==> config.mk <==
export PLATFORM = sky130hd
export DESIGN_NAME = uif_ctrl
export DESIGN_NICKNAME = d
export VERILOG_FILES = /design/src/verilog/uif_pkg.sv /design/src/verilog/uif_ctrl.sv /design/src/verilog/uif_ident_enc.sv
export SDC_FILE = /design/constraint.sdc
export NUM_CORES = 1
export LEC_CHECK = 0
export ABC_AREA = 1
export CAP_MARGIN = 20
export CORE_ASPECT_RATIO = 1.4
export CORE_MARGIN = 2
export CORE_UTILIZATION = 40
export DETAILED_ROUTE_END_ITERATION = 6
export DONT_BUFFER_PORTS = 1
export GPL_ROUTABILITY_DRIVEN = 0
export GPL_TIMING_DRIVEN = 0
export RECOVER_POWER = 50
export SETUP_SLACK_MARGIN = 0.3
export SYNTH_ARGS = -nofsm -noshare
export SYNTH_HDL_FRONTEND = slang
export SYNTH_SLANG_ARGS = --single-unit
==> constraint.sdc <==
create_clock -name aclk -period 3.1 [get_ports aclk]
set_input_delay 0.465 -clock aclk [delete_from_list [all_inputs] [get_ports aclk]]
set_output_delay 0.465 -clock aclk [all_outputs]
set_load 0.1 [all_outputs]
==> src/verilog/uif_pkg.sv <==
package uif_pkg;

    // ----------------------------------------------------------------
    // register map (byte addresses)
    // ----------------------------------------------------------------
    localparam logic [7:0] ADDR_IRQ_IDENT_FIFO_CONTROL = 8'h00;
    localparam logic [7:0] ADDR_IRQ_SOURCE_ENABLE = 8'h04;
    localparam logic [7:0] ADDR_EVENT_STATUS = 8'h08;
    localparam logic [7:0] ADDR_EVENT_MASK = 8'h0c;
    localparam logic [7:0] ADDR_BLOCK_STATE = 8'h10;

    // ----------------------------------------------------------------
    // control field positions
    // ----------------------------------------------------------------
    localparam int BIT_DMA_MODE = 3;
    localparam int BIT_TX_FIFO_CLEAR = 2;
    localparam int BIT_RX_FIFO_CLEAR = 1;
    localparam int BIT_FIFO_ENABLE = 0;

    // source enable field positions
    localparam int BIT_RX_AVAILABLE_EN = 0;
    localparam int BIT_TX_EMPTY_EN = 1;
    localparam int BIT_LINE_STATUS_EN = 2;
    localparam int BIT_MODEM_STATUS_EN = 3;

    // event bits
    localparam int EV_TX_CLEARED = 0;
    localparam int EV_RX_CLEARED = 1;
    localparam int EV_ENABLE_CHANGED = 2;
    localparam int EV_IRQ_RAISED = 3;
    localparam int EV_WIDTH = 4;

    // ----------------------------------------------------------------
    // interrupt identification codes
    // ----------------------------------------------------------------
    localparam logic [3:0] IID_NONE = 4'h1;
    localparam logic [3:0] IID_TX_EMPTY = 4'h2;
    localparam logic [3:0] IID_RX_AVAILABLE = 4'h4;
    localparam logic [3:0] IID_LINE_STATUS = 4'h6;
    localparam logic [3:0] IID_BUSY_DETECT = 4'h7;
    localparam logic [3:0] IID_CHAR_TIMEOUT = 4'hc;
    localparam logic [3:0] IID_MODEM_STATUS = 4'h0;

    // ----------------------------------------------------------------
    // reset values and bus answers
    // ----------------------------------------------------------------
    localparam logic RST_DMA_MODE = 1'b0;
    localparam logic RST_FIFO_ENABLE = 1'b0;
    localparam logic [3:0] RST_SOURCE_ENABLE = 4'h0;
    localparam logic [EV_WIDTH-1:0] RST_EVENT = 4'h0;
    localparam logic [1:0] RESP_OKAY = 2'b00;
    localparam logic [1:0] RESP_SLVERR = 2'b10;

endpackage

==> src/verilog/uif_ctrl.sv <==
// Decided for this implementation: the placing of the registers and the AXI4-Lite interface to the registers.
`timescale 1ns/1ps
module uif_ctrl
    import uif_pkg::*;
(
    input wire logic aclk,
    input wire logic aresetn,
    input wire logic [7:0] s_axi_awaddr,
    input wire logic [2:0] s_axi_awprot,
    input wire logic s_axi_awvalid,
    output logic s_axi_awready,
    input wire logic [31:0] s_axi_wdata,
    input wire logic [3:0] s_axi_wstrb,
    input wire logic s_axi_wvalid,
    output logic s_axi_wready,
    output logic [1:0] s_axi_bresp,
    output logic s_axi_bvalid,
    input wire logic s_axi_bready,
    input wire logic [7:0] s_axi_araddr,
    input wire logic [2:0] s_axi_arprot,
    input wire logic s_axi_arvalid,
    output logic s_axi_arready,
    output logic [31:0] s_axi_rdata,
    output logic [1:0] s_axi_rresp,
    output logic s_axi_rvalid,
    input wire logic s_axi_rready,
    input wire logic line_status_pend,
    input wire logic rx_available_pend,
    input wire logic char_timeout_pend,
    input wire logic tx_empty_pend,
    input wire logic modem_status_pend,
    input wire logic busy_detect_pend,
    output logic dma_signal_mode,
    output logic fifo_enable_both,
    output logic tx_fifo_clear,
    output logic rx_fifo_clear,
    output logic [3:0] interrupt_ident_code,
    output logic irq
);

    // ----------------------------------------------------------------
    // state
    // ----------------------------------------------------------------
    logic [7:0] aw_addr;
    logic aw_held;
    logic [31:0] w_data;
    logic [3:0] w_strb;
    logic w_held;
    logic do_write;
    logic lane0;
    logic [3:0] source_enable;
    logic [EV_WIDTH-1:0] event_status;
    logic [EV_WIDTH-1:0] event_mask;
    logic [EV_WIDTH-1:0] event_set;
    logic [EV_WIDTH-1:0] event_clr;
    logic [3:0] next_code;
    logic ctrl_write;
    logic enable_flip;
    logic [31:0] next_rdata;
    logic [1:0] next_rresp;

    // ----------------------------------------------------------------
    // write channel
    // ----------------------------------------------------------------
    // address and data are latched separately so either may come first
    assign do_write = aw_held && w_held && !s_axi_bvalid;
    assign lane0 = w_strb[0];
    assign ctrl_write = do_write && lane0 && (aw_addr == ADDR_IRQ_IDENT_FIFO_CONTROL);

    // ready drops at the handshake, so only one write is ever outstanding
    always_ff @(posedge aclk) begin
        if (!aresetn) begin
            s_axi_awready <= 1'b1;
        end else if (s_axi_awvalid && s_axi_awready) begin
            s_axi_awready <= 1'b0;
        end else if (s_axi_bvalid && s_axi_bready) begin
            s_axi_awready <= 1'b1;
        end
    end

    always_ff @(posedge aclk) begin
        if (!aresetn) begin
            aw_held <= 1'b0;
            aw_addr <= 8'h00;
        end else if (s_axi_awvalid && s_axi_awready) begin
            aw_held <= 1'b1;
            aw_addr <= s_axi_awaddr;
        end else if (do_write) begin
            aw_held <= 1'b0;
        end
    end

    // data slot freed only with the response, same as the address side
    always_ff @(posedge aclk) begin
        if (!aresetn) begin
            s_axi_wready <= 1'b1;
        end else if (s_axi_wvalid && s_axi_wready) begin
            s_axi_wready <= 1'b0;
        end else if (s_axi_bvalid && s_axi_bready) begin
            s_axi_wready <= 1'b1;
        end
    end

    always_ff @(posedge aclk) begin
        if (!aresetn) begin
            w_held <= 1'b0;
            w_data <= 32'h0;
            w_strb <= 4'h0;
        end else if (s_axi_wvalid && s_axi_wready) begin
            w_held <= 1'b1;
            w_data <= s_axi_wdata;
            w_strb <= s_axi_wstrb;
        end else if (do_write) begin
            w_held <= 1'b0;
        end
    end

    always_ff @(posedge aclk) begin
        if (!aresetn) begin
            s_axi_bvalid <= 1'b0;
        end else if (do_write) begin
            s_axi_bvalid <= 1'b1;
        end else if (s_axi_bvalid && s_axi_bready) begin
            s_axi_bvalid <= 1'b0;
        end
    end

    // unmapped offsets still get an answer, so a stray write cannot hang the master
    always_ff @(posedge aclk) begin
        if (!aresetn) begin
            s_axi_bresp <= RESP_OKAY;
        end else if (do_write) begin
            if (aw_addr == ADDR_IRQ_IDENT_FIFO_CONTROL || aw_addr == ADDR_IRQ_SOURCE_ENABLE ||
                aw_addr == ADDR_EVENT_STATUS || aw_addr == ADDR_EVENT_MASK ||
                aw_addr == ADDR_BLOCK_STATE) begin
                s_axi_bresp <= RESP_OKAY;
            end else begin
                s_axi_bresp <= RESP_SLVERR;
            end
        end
    end

    // ----------------------------------------------------------------
    // fifo control
    // ----------------------------------------------------------------
    assign enable_flip = ctrl_write && (w_data[BIT_FIFO_ENABLE] != fifo_enable_both);

    always_ff @(posedge aclk) begin
        if (!aresetn) begin
            dma_signal_mode <= RST_DMA_MODE;
        end else if (ctrl_write) begin
            dma_signal_mode <= w_data[BIT_DMA_MODE];
        end
    end

    always_ff @(posedge aclk) begin
        if (!aresetn) begin
            fifo_enable_both <= RST_FIFO_ENABLE;
        end else if (ctrl_write) begin
            fifo_enable_both <= w_data[BIT_FIFO_ENABLE];
        end
    end

    // clears are one-cycle pulses, so nothing is left for software to undo
    always_ff @(posedge aclk) begin
        if (!aresetn) begin
            tx_fifo_clear <= 1'b0;
        end else begin
            tx_fifo_clear <= (ctrl_write && w_data[BIT_TX_FIFO_CLEAR]) || enable_flip;
        end
    end

    // kept apart so either side can be cleared alone
    always_ff @(posedge aclk) begin
        if (!aresetn) begin
            rx_fifo_clear <= 1'b0;
        end else begin
            rx_fifo_clear <= (ctrl_write && w_data[BIT_RX_FIFO_CLEAR]) || enable_flip;
        end
    end

    always_ff @(posedge aclk) begin
        if (!aresetn) begin
            source_enable <= RST_SOURCE_ENABLE;
        end else if (do_write && lane0 && aw_addr == ADDR_IRQ_SOURCE_ENABLE) begin
            source_enable <= w_data[3:0];
        end
    end

    // ----------------------------------------------------------------
    // interrupt identification
    // ----------------------------------------------------------------
    uif_ident_enc u_enc (
        .line_status_pend(line_status_pend),
        .rx_available_pend(rx_available_pend),
        .char_timeout_pend(char_timeout_pend),
        .tx_empty_pend(tx_empty_pend),
        .modem_status_pend(modem_status_pend),
        .busy_detect_pend(busy_detect_pend),
        .source_enable(source_enable),
        .fifo_enable(fifo_enable_both),
        .code(next_code)
    );

    // one cycle of latency from a source to the code
    always_ff @(posedge aclk) begin
        if (!aresetn) begin
            interrupt_ident_code <= IID_NONE;
        end else begin
            interrupt_ident_code <= next_code;
        end
    end

    // ----------------------------------------------------------------
    // events and interrupt output
    // ----------------------------------------------------------------
    always_comb begin
        event_set = '0;
        event_set[EV_TX_CLEARED] = tx_fifo_clear;
        event_set[EV_RX_CLEARED] = rx_fifo_clear;
        event_set[EV_ENABLE_CHANGED] = enable_flip;
        event_set[EV_IRQ_RAISED] = (interrupt_ident_code == IID_NONE) && (next_code != IID_NONE);
    end

    assign event_clr = (do_write && lane0 && aw_addr == ADDR_EVENT_STATUS) ? w_data[EV_WIDTH-1:0] : '0;

    // a set in the clearing cycle wins, so no event is lost
    always_ff @(posedge aclk) begin
        if (!aresetn) begin
            event_status <= RST_EVENT;
        end else begin
            event_status <= (event_status & ~event_clr) | event_set;
        end
    end

    always_ff @(posedge aclk) begin
        if (!aresetn) begin
            event_mask <= RST_EVENT;
        end else if (do_write && lane0 && aw_addr == ADDR_EVENT_MASK) begin
            event_mask <= w_data[EV_WIDTH-1:0];
        end
    end

    always_ff @(posedge aclk) begin
        if (!aresetn) begin
            irq <= 1'b0;
        end else begin
            irq <= |(((event_status & ~event_clr) | event_set) & event_mask);
        end
    end

    // ----------------------------------------------------------------
    // read channel
    // ----------------------------------------------------------------
    // reads only select data; the fifo controls are never touched here
    always_comb begin
        next_rdata = 32'h0;
        next_rresp = RESP_OKAY;
        case (s_axi_araddr)
            ADDR_IRQ_IDENT_FIFO_CONTROL: next_rdata[3:0] = interrupt_ident_code;
            ADDR_IRQ_SOURCE_ENABLE: next_rdata[3:0] = source_enable;
            ADDR_EVENT_STATUS: next_rdata[EV_WIDTH-1:0] = event_status;
            ADDR_EVENT_MASK: next_rdata[EV_WIDTH-1:0] = event_mask;
            ADDR_BLOCK_STATE: next_rdata[7:0] = {busy_detect_pend, modem_status_pend, tx_empty_pend,
                char_timeout_pend, rx_available_pend, line_status_pend, dma_signal_mode, fifo_enable_both};
            default: next_rresp = RESP_SLVERR;
        endcase
    end

    always_ff @(posedge aclk) begin
        if (!aresetn) begin
            s_axi_arready <= 1'b1;
        end else if (s_axi_arvalid && s_axi_arready) begin
            s_axi_arready <= 1'b0;
        end else if (s_axi_rvalid && s_axi_rready) begin
            s_axi_arready <= 1'b1;
        end
    end

    always_ff @(posedge aclk) begin
        if (!aresetn) begin
            s_axi_rvalid <= 1'b0;
        end else if (s_axi_arvalid && s_axi_arready) begin
            s_axi_rvalid <= 1'b1;
        end else if (s_axi_rvalid && s_axi_rready) begin
            s_axi_rvalid <= 1'b0;
        end
    end

    // decoded at the handshake edge, then held while rvalid waits for rready
    always_ff @(posedge aclk) begin
        if (!aresetn) begin
            s_axi_rdata <= 32'h0;
            s_axi_rresp <= RESP_OKAY;
        end else if (s_axi_arvalid && s_axi_arready) begin
            s_axi_rdata <= next_rdata;
            s_axi_rresp <= next_rresp;
        end
    end

endmodule

==> src/verilog/uif_ident_enc.sv <==
`timescale 1ns/1ps
module uif_ident_enc
    import uif_pkg::*;
(
    input wire logic line_status_pend,
    input wire logic rx_available_pend,
    input wire logic char_timeout_pend,
    input wire logic tx_empty_pend,
    input wire logic modem_status_pend,
    input wire logic busy_detect_pend,
    input wire logic [3:0] source_enable,
    input wire logic fifo_enable,
    output logic [3:0] code
);

    // ----------------------------------------------------------------
    // priority encode
    // ----------------------------------------------------------------
    // timeout only exists while the fifos run
    always_comb begin
        if (line_status_pend && source_enable[BIT_LINE_STATUS_EN]) begin
            code = IID_LINE_STATUS;
        end else if (rx_available_pend && source_enable[BIT_RX_AVAILABLE_EN]) begin
            code = IID_RX_AVAILABLE;
        end else if (char_timeout_pend && fifo_enable && source_enable[BIT_RX_AVAILABLE_EN]) begin
            code = IID_CHAR_TIMEOUT;
        end else if (tx_empty_pend && source_enable[BIT_TX_EMPTY_EN]) begin
            code = IID_TX_EMPTY;
        end else if (modem_status_pend && source_enable[BIT_MODEM_STATUS_EN]) begin
            code = IID_MODEM_STATUS;
        end else if (busy_detect_pend) begin
            code = IID_BUSY_DETECT;
        end else begin
            code = IID_NONE;
        end
    end

endmodule

; ---- Word level (Yosys, flattened, before mapping)
; Index checks and enable logic that the tools add are counted.
[word_totals]
regBits = 53
inputBits = 71
out_inout_bits = 50
elab_cells = 99
[classes]
n_eq_ne = 11
mux = 23
bitwise = 4
reduce_logical = 39
[op_table]
columns = operator, count
row1 = == test 8 x 4 -> 1 bit (second input constant), 4
row2 = 2-to-1 mux 4 bit, 7
row3 = logical AND 1 bit, 22
row4 = case mux 4 bit (5 select lines), 1
row5 = == test 8 x 3 -> 1 bit (second input constant), 2
row6 = == test 8 x 5 -> 1 bit (second input constant), 2
row7 = zero test 8 bit, 2
row8 = 2-to-1 mux 1 bit, 12
row9 = nonzero test 2 bit, 6
row10 = AND 4 bit, 2
row11 = logical OR 1 bit, 6
row12 = OR reduction 5 bit, 1
row13 = == test 4 x 1 -> 1 bit (second input constant), 1
row14 = 2-to-1 mux 2 bit, 2
row15 = != test 4 x 1 -> 1 bit (second input constant), 1
row16 = NOT 4 bit, 1
row17 = OR 4 bit, 1
row18 = OR reduction 4 bit, 1
row19 = 2-to-1 mux 3 bit, 1
row20 = zero test 1 bit, 1
row21 = != test 1 bit, 1

; ---- Depth between registers and ports, before layout
; Gate-level depths: netlist (run 1).
[depth]
ltp_word = 11
ltp_mapped = 11
depth_no_buf = 11

; ---- Modules after synthesis
; From an unflattened synthesis (run 1), not the netlist that was laid out.
[hier_totals]
hier_cells = 337
area_unflattened_um2 = 2392.3
[by_module_without_submodules]
columns = mod, instances, cells_each, area_each_um2, seq_area_each_um2
row1 = uif_ctrl, 1, 320, 2306.0, 1021.0
row2 = uif_ident_enc, 1, 17, 86.3, 0.0

; ---- Least setup slack after synthesis (run 1)
; OpenSTA, ideal clock, no wires.
[synth_timing]
kind = reg-to-reg
startpoint = register s_axi_arready
endpoint = register s_axi_rdata[7]
setup_ps = 71
t_arrival_ps = 1769
required_time_ps = 3029
setup_slack_ps = 1260
stages_incl_launch_ff = 6
n_path_buf = 1
period_less_slack_ps = 1840
path_cell_list = dfxtp_1 > nand2_1 > clkinv_1 > clkbuf_1 > o21ai_0 > a21oi_1
[synth_via]
elab_chain_cells = 1
[synth_rtl]
columns = item, line_no
row1 = start: declaration, uif_ctrl.sv:22  ; output logic s_axi_arready,
row2 = start signal: assignment, uif_ctrl.sv:272  ; s_axi_arready <= 1'b1;
row3 = start signal: assignment, uif_ctrl.sv:274  ; s_axi_arready <= 1'b0;
row4 = start signal: assignment, uif_ctrl.sv:276  ; s_axi_arready <= 1'b1;
row5 = logical AND 1 bit, uif_ctrl.sv:295  ; end else if (s_axi_arvalid && s_axi_arready) begin
row6 = end signal: assignment, uif_ctrl.sv:296  ; s_axi_rdata <= next_rdata;
row7 = end: declaration, uif_ctrl.sv:23  ; output logic [31:0] s_axi_rdata,
; Every way passes these cells.
; A chain may end at the register's enable or synchronous reset.

; ---- Worst setup path in the final report (run 1)
[layout_timing]
startpoint = register fifo_enable_both
endpoint = register irq
[layout_via]
elab_chain_cells = 10
elab_cells_between_ends = 12
classes_between = eq/ne: 2 / mux: 3 / bitwise: 2 / reduce/logical: 5
[layout_rtl]
columns = item, line_no
row1 = start: declaration, uif_ctrl.sv:34  ; output logic fifo_enable_both,
row2 = start signal: assignment, uif_ctrl.sv:160  ; fifo_enable_both <= w_data[BIT_FIFO_ENABLE];
row3 = logical AND 1 bit (2 in series), uif_ident_enc.sv:25  ; end else if (char_timeout_pend && fifo_enable && source_enable[BIT_RX_AVAILABLE_EN]) begin
row4 = 2-to-1 mux 4 bit, uif_ident_enc.sv:25
row5 = 2-to-1 mux 4 bit, uif_ident_enc.sv:23  ; end else if (rx_available_pend && source_enable[BIT_RX_AVAILABLE_EN]) begin
row6 = 2-to-1 mux 4 bit, uif_ident_enc.sv:21  ; if (line_status_pend && source_enable[BIT_LINE_STATUS_EN]) begin
row7 = != test 4 x 1 -> 1 bit, uif_ctrl.sv:222  ; event_set[EV_IRQ_RAISED] = (interrupt_ident_code == IID_NONE) && (next_code != IID_NONE);
row8 = logical AND 1 bit, uif_ctrl.sv:222
row9 = OR 4 bit (*), uif_ctrl.sv:248  ; irq <= |(((event_status & ~event_clr) | event_set) & event_mask);
row10 = AND 4 bit (*), uif_ctrl.sv:248
row11 = OR reduction 4 bit (*), uif_ctrl.sv:248
row12 = end signal: assignment, uif_ctrl.sv:248
row13 = end: declaration, uif_ctrl.sv:38  ; output logic irq
; Every way passes the cells marked *; elsewhere a longest branch is shown, timed or not.

==> impl_metrics.tcl, run 1 <==
set metrics [dict create \
    wl_per_cell_um 12.18 \
    min_path_type "in -> reg" \
    drt_iter0_drc 90 \
    dp_hpwl_um 4196 \
    met1Wirelength_um 2088 \
    cts.sink_count 51 \
    clockBufferDepth 2 \
    ios 121 \
    grt.total_usage_pct 17.39 \
    finalSetupTns_ns 0 \
    die_area_um2 6535 \
    final_nets 435 \
    setup.worst_path.end_class "register" \
    via_per_inst 4.768 \
    syn-cell-area_um2 2359 \
    io_buffers 0 \
    wl_um 5300 \
    fillers 661 \
    cap_viol_max_count 0 \
    ys_types 23 \
    power_density_nw_per_um2 580.8 \
    synthTopCellsByCount "nand2_1 (60), dfxtp_1 (51), nor2_1 (46)" \
    grt_max_degree 18 \
    p_leak_nw 1.203 \
    overflow 0 \
    cts_tree "yes" \
    drive_gt1_share_pct 12.05 \
    crit_path_frequent_cell "nand2_1" \
    ys_async_sr_fraction_pct 0 \
    grt_pass1_wl_um 8321 \
    start_util_pct 40.80 \
    numCtsBuffers 5 \
    crit_slowest_cell "clkbuf_1" \
    yosys_most_used_dff "dfxtp_1" \
    ys_ff_latch 51 \
    dr_wl_met3_um 456 \
    diodes 0 \
    fmax_mhz 420.4 \
    postCtsHoldBufs 0 \
    slew_headroom_pct 15.93 \
    fin_worst_skew_ns 0.009425 \
    htree_num_levels 2 \
    post_cts_buffers 0 \
    ys_seq_area_share_pct 43.29 \
    crit_required_ns 3.35 \
    start_kind "register" \
    clk_pin_slew_ns 0.10 \
    synth_area_leaders "dfxtp_1 (43%), nand2_1 (9.5%), buf_4 (8.3%)" \
    syn_to_final_growth_pct 11.35 \
    worst_pin_slew_ns 1.261 \
    clock_latency_ns 0.32 \
    die_width_um 68.90 \
    path_cells "clkbuf_1 > clkbuf_1 > nand2_1 > nor2_1 > nor2_1 > nand3_1 > nand2_1 > nand2_1 > nand2_1 > nand2_1 > nor2_1 > nor2_1" \
    antenna_found_initial 0 \
    first_pass_iters 4 \
    crit_arrival_ns 2.63 \
    finalHoldViolCount 0 \
    die_h_um 94.86 \
    total_power_mw 1.525 \
    cts-root-buf "clkbuf_8" \
    setup_viol 0 \
    wl_met2_um 2629 \
    cts_resized 0 \
    synth_top_area_share_pct 43.29 \
    num_vias 2074 \
    synth_edf_count 0 \
    core_area_um2 5781 \
    postRouteAntennaNets 0 \
    std_cell_rows 33 \
    drc_errors 0 \
    fin_crit_sh_pct 76.74 \
    yosysMostFrequentCell "nand2_1" \
    holdWs_ns 0.2820 \
    peakVddDrop_mv 0.3149 \
    synth.avg_cell_area_um2 7.147 \
    slew_viol_final 0 \
    final_core_util_pct 45.43 \
    ys.warnings.count 0 \
    grt_pass1_vias 1796 \
    max_stage_delay_ns 0.96 \
    top_layer "met4" \
    grt_setup_unrepaired "no" \
    status "completed" \
    worst-setup-path-type "reg -> reg" \
    min_period_ns 2.379 \
    synth_top_area_cell "dfxtp_1" \
    synthCells 330 \
    cp_max_fo 4 \
]
[kinds of logic (layout without fill, tap and decap cells)]
group                  count (synthesis)  after routing  share of synthesized area, %
XOR/XNOR                               1              1                        0.3714
AO/OA/AOI/OAI                         65             65                         14.01
buffers and inverters                 66             76                         14.64
flip-flops                            51             51                         43.29
other                                  1             26                        0.1590
AND/OR/NAND/NOR                      146            146                         27.53
[through the flow]
| stage | std cells | instance area (µm²) | setup slack [ns] |
|---|---|---|---|
| global placement | 425 | 2540 | 1.032 |
| CTS | 433 | 2631 | 0.9913 |
| detailed placement | 425 | 2540 | 1.014 |
| global route | 435 | 2626 | 0.5355 |
| floorplan | 355 | 2452 | 1.260 |
| finish | 435 | 2626 | 0.7211 |
[layout make-up]
class | instances | area, µm² | area share, %
clock inverters | 3 | 22.52 | 0.8576
well taps | 70 | 87.58 | 3.335
plain buffers | 32 | 217.7 | 8.290
multi-input cells | 238 | 1074 | 40.88
inverters | 34 | 127.6 | 4.859
clock buffers | 5 | 68.82 | 2.620
repair buffers | 2 | 7.507 | 0.2859
flip-flops and latches | 51 | 1021 | 38.88
[report_power, final]
part / total, mW / switching (mW) / leakage, nW / internal (mW)
clock: 0.395 / 0.233 / 0.0485 / 0.162
combinational: 0.281 / 0.219 / 0.736 / 0.0620
sequential: 0.849 / 0.157 / 0.418 / 0.693
total: 1.53 / 0.609 / 1.20 / 0.917
[flip-flops by register name, summed over array words and instances, names as in the netlist, 4 cells and up]
name	cells
aw_addr	8
event_mask	4
event_status	4
interrupt_ident_code	4
s_axi_rdata	8
source_enable	4
w_data	4
[worst max-delay path: cells and delay by family (launching register included)]
| kind | cells | cell delay, ns |
|---|---|---|
| simple gates | 10 | 0.75 |
| buf+inv | 2 | 1.13 |
| flops | 1 | 0.44 |
[cells in the final DEF, fill, tap and decap left out, drive strengths merged]
cell type	n
a21oi	27
buf	26
clkbuf	13
clkinv	4
conb	26
dfxtp	51
inv	33
nand2	60
nand3	24
nand4	8
nor2	48
nor3	5
nor4	1
o21a	2
o21ai	36
xor2	1
[path summary, 6_finish.rpt]
check	startpoint	endpoint	slack (ns)	cells past startpoint
worst min register to register	aw_addr[0]$_SDFFE_PN0P_	aw_addr[0]$_SDFFE_PN0P_	0.47	2
worst min-delay path	busy_detect_pend	s_axi_rdata[7]$_SDFFE_PN0P_	0.28	2
worst max-delay path	fifo_enable_both$_SDFFE_PN0P_	irq$_SDFF_PN0_	0.72	12
worst max register to register	fifo_enable_both$_SDFFE_PN0P_	irq$_SDFF_PN0_	0.72	12
[per-layer routing]
| layer | global-route usage [%] | vias to the layer above |
|---|---|---|
| met1 | 18.79 | 912 |
| met2 | 29.97 | 63 |
| met5 | 0 | - |
| met4 | 8.497 | 0 |
| met3 | 5.244 | 10 |
| li1 | - | 1089 |
No activity file was read; power rests on OpenSTA's default activity.
==> inputs of run 2 (changes only) <==
clock period = 2.2 ns   (was 3.1 ns; I/O delays follow)
==> impl_metrics.tcl, run 2 (same netlist as run 1, synthesis figures left out) <==
set metrics [dict create \
    min_path_type "in -> reg" \
    worstReg2RegStart "s_axi_wready$_SDFFE_PN1P_" \
    overflow 0 \
    diodes 0 \
    crit_required_ns 2.42 \
    cts_tree "yes" \
    grt_setup_unrepaired "no" \
    drc_errors 0 \
    wl_per_cell_um 12.24 \
    place_area_um2 2540 \
    setup_slack_ns 0.3298 \
    clockBufferDepth 2 \
    finalSetupTns_ns 0 \
    finalHoldViolCount 0 \
    worst_pin_slew_ns 1.048 \
    cap_viol_max_count 0 \
    die_h_um 94.86 \
    min_period_ns 1.870 \
    final_cell_mix "nand2_1 (60), nor2_1 (46), dfxtp_1 (46), o21ai_0 (34), inv_1 (28)" \
    grt.total_usage_pct 17.42 \
    final_nets 433 \
    grt_use_met1_pct 18.87 \
    cts.sink_count 51 \
    setup_viol 0 \
    cts_resized 4 \
    met3_usage_pct 5.244 \
    power_density_nw_per_um2 817.0 \
    fin_worst_skew_ns 0.01094 \
    layout_commonest_cell "nand2_1" \
    cp_max_fo 7 \
    grt_max_degree 18 \
    grt.busiest_layer "met2" \
    num_vias 2060 \
    grt_pass1_wl_um 8335 \
    fmax_mhz 534.7 \
    io_buffers 0 \
    slew_viol_final 0 \
    dp_hpwl_um 4196 \
    ios 121 \
    peakVddDrop_mv 0.4440 \
    fin_crit_sh_pct 85.01 \
    fillers 657 \
    hold_path.startpoint "tx_empty_pend" \
    clk_pin_slew_ns 0.10 \
    worst-setup-path-type "reg -> reg" \
    seqCellArea_um2 1027 \
    wl_um 5299 \
    first_pass_iters 4 \
    htree_num_levels 2 \
    pre_cts_ws_ns 0.1141 \
    use_met2_pct 29.97 \
    syn_to_final_growth_pct 11.62 \
    drt_iter0_drc 94 \
    slew_headroom_pct 30.05 \
    p_leak_nw 1.201 \
    start_kind "register" \
    setup.worst_path.end_class "register" \
    reg.largest.list "aw_addr (8), s_axi_rdata (8)" \
    crit_arrival_ns 2.09 \
    postCtsHoldBufs 0 \
    std_cell_rows 33 \
    cts-root-buf "clkbuf_8" \
    multi_input_area_um2 1081 \
    core_area_um2 5781 \
    min_path_cells 2 \
    reg2reg_to "s_axi_wready$_SDFFE_PN1P_" \
    numCtsBuffers 5 \
    post_cts_buffers 0 \
    die_width_um 68.90 \
    grt_pass1_vias 1797 \
    antenna_found_initial 0 \
    min_to "s_axi_rdata[5]$_SDFFE_PN0P_" \
    r2r_slack_ns 0.33 \
    final_cell_area_um2 2633 \
    drive_gt1_share_pct 13.77 \
    start_util_pct 40.80 \
    status "completed" \
    die_area_um2 6535 \
    worstRegToRegCells 4 \
    final_core_util_pct 45.54 \
    postRouteAntennaNets 0 \
    clock_latency_ns 0.31 \
    holdWs_ns 0.1470 \
    via_per_inst 4.758 \
]
## run 2: changes by cell type in the layout (fill, tap and decap cells not counted), sizes merged
cell / delta
clkbuf: -2
## run 2: how the worst max path moves through the flow
stage | from | slack (ns) | depth (start not counted) | endpoint
floorplan | s_axi_arready$_SDFFE_PN1P_ | 0.36 | 5 | s_axi_rdata[7]$_SDFFE_PN0P_
global placement | s_axi_arready$_SDFFE_PN1P_ | 0.13 | 5 | s_axi_rdata[7]$_SDFFE_PN0P_
detailed placement | s_axi_arready$_SDFFE_PN1P_ | 0.11 | 5 | s_axi_rdata[7]$_SDFFE_PN0P_
CTS | s_axi_wready$_SDFFE_PN1P_ | 0.31 | 4 | s_axi_wready$_SDFFE_PN1P_
global route | s_axi_wready$_SDFFE_PN1P_ | 0.21 | 4 | s_axi_wready$_SDFFE_PN1P_
finish | s_axi_wready$_SDFFE_PN1P_ | 0.33 | 4 | s_axi_wready$_SDFFE_PN1P_
## run 2: layer usage
metal / wire length, µm / vias up
li1: - / 1084
met1: 2083 / 900
met2: 2624 / 66
met3: 458 / 10
met4: 132 / 0
met5: 0 / -
## run 2: worst max-delay path: stages (launching register included)
cell	delay, ns
dfxtp_1	0.99
nand2_1	0.33
inv_1	0.23
nand2_1	0.10
o21a_1	0.12
## run 2: per-stage QoR
stage          std cells  power [mW]
3_3_place_gp         425       1.614
2_1_floorplan        355       1.572
4_1_cts              433       2.177
3_5_place_dp         425       1.618
5_1_grt              433       2.251
6_report             433       2.151
## run 2: layout make-up
class	instances	area share, %
plain buffers	32	8.270
clock buffers	5	2.614
clock inverters	3	0.8555
inverters	34	4.848
multi-input cells	238	41.06
flip-flops and latches	51	39.02
well taps	70	3.327
## run 2: where the power goes
group	internal, mW	leakage [nW]	switching (mW)	total [mW]
logic	0.0874	0.734	0.309	0.397
registers	0.977	0.418	0.222	1.20
clock network	0.228	0.0485	0.327	0.555
total	1.29	1.20	0.858	2.15
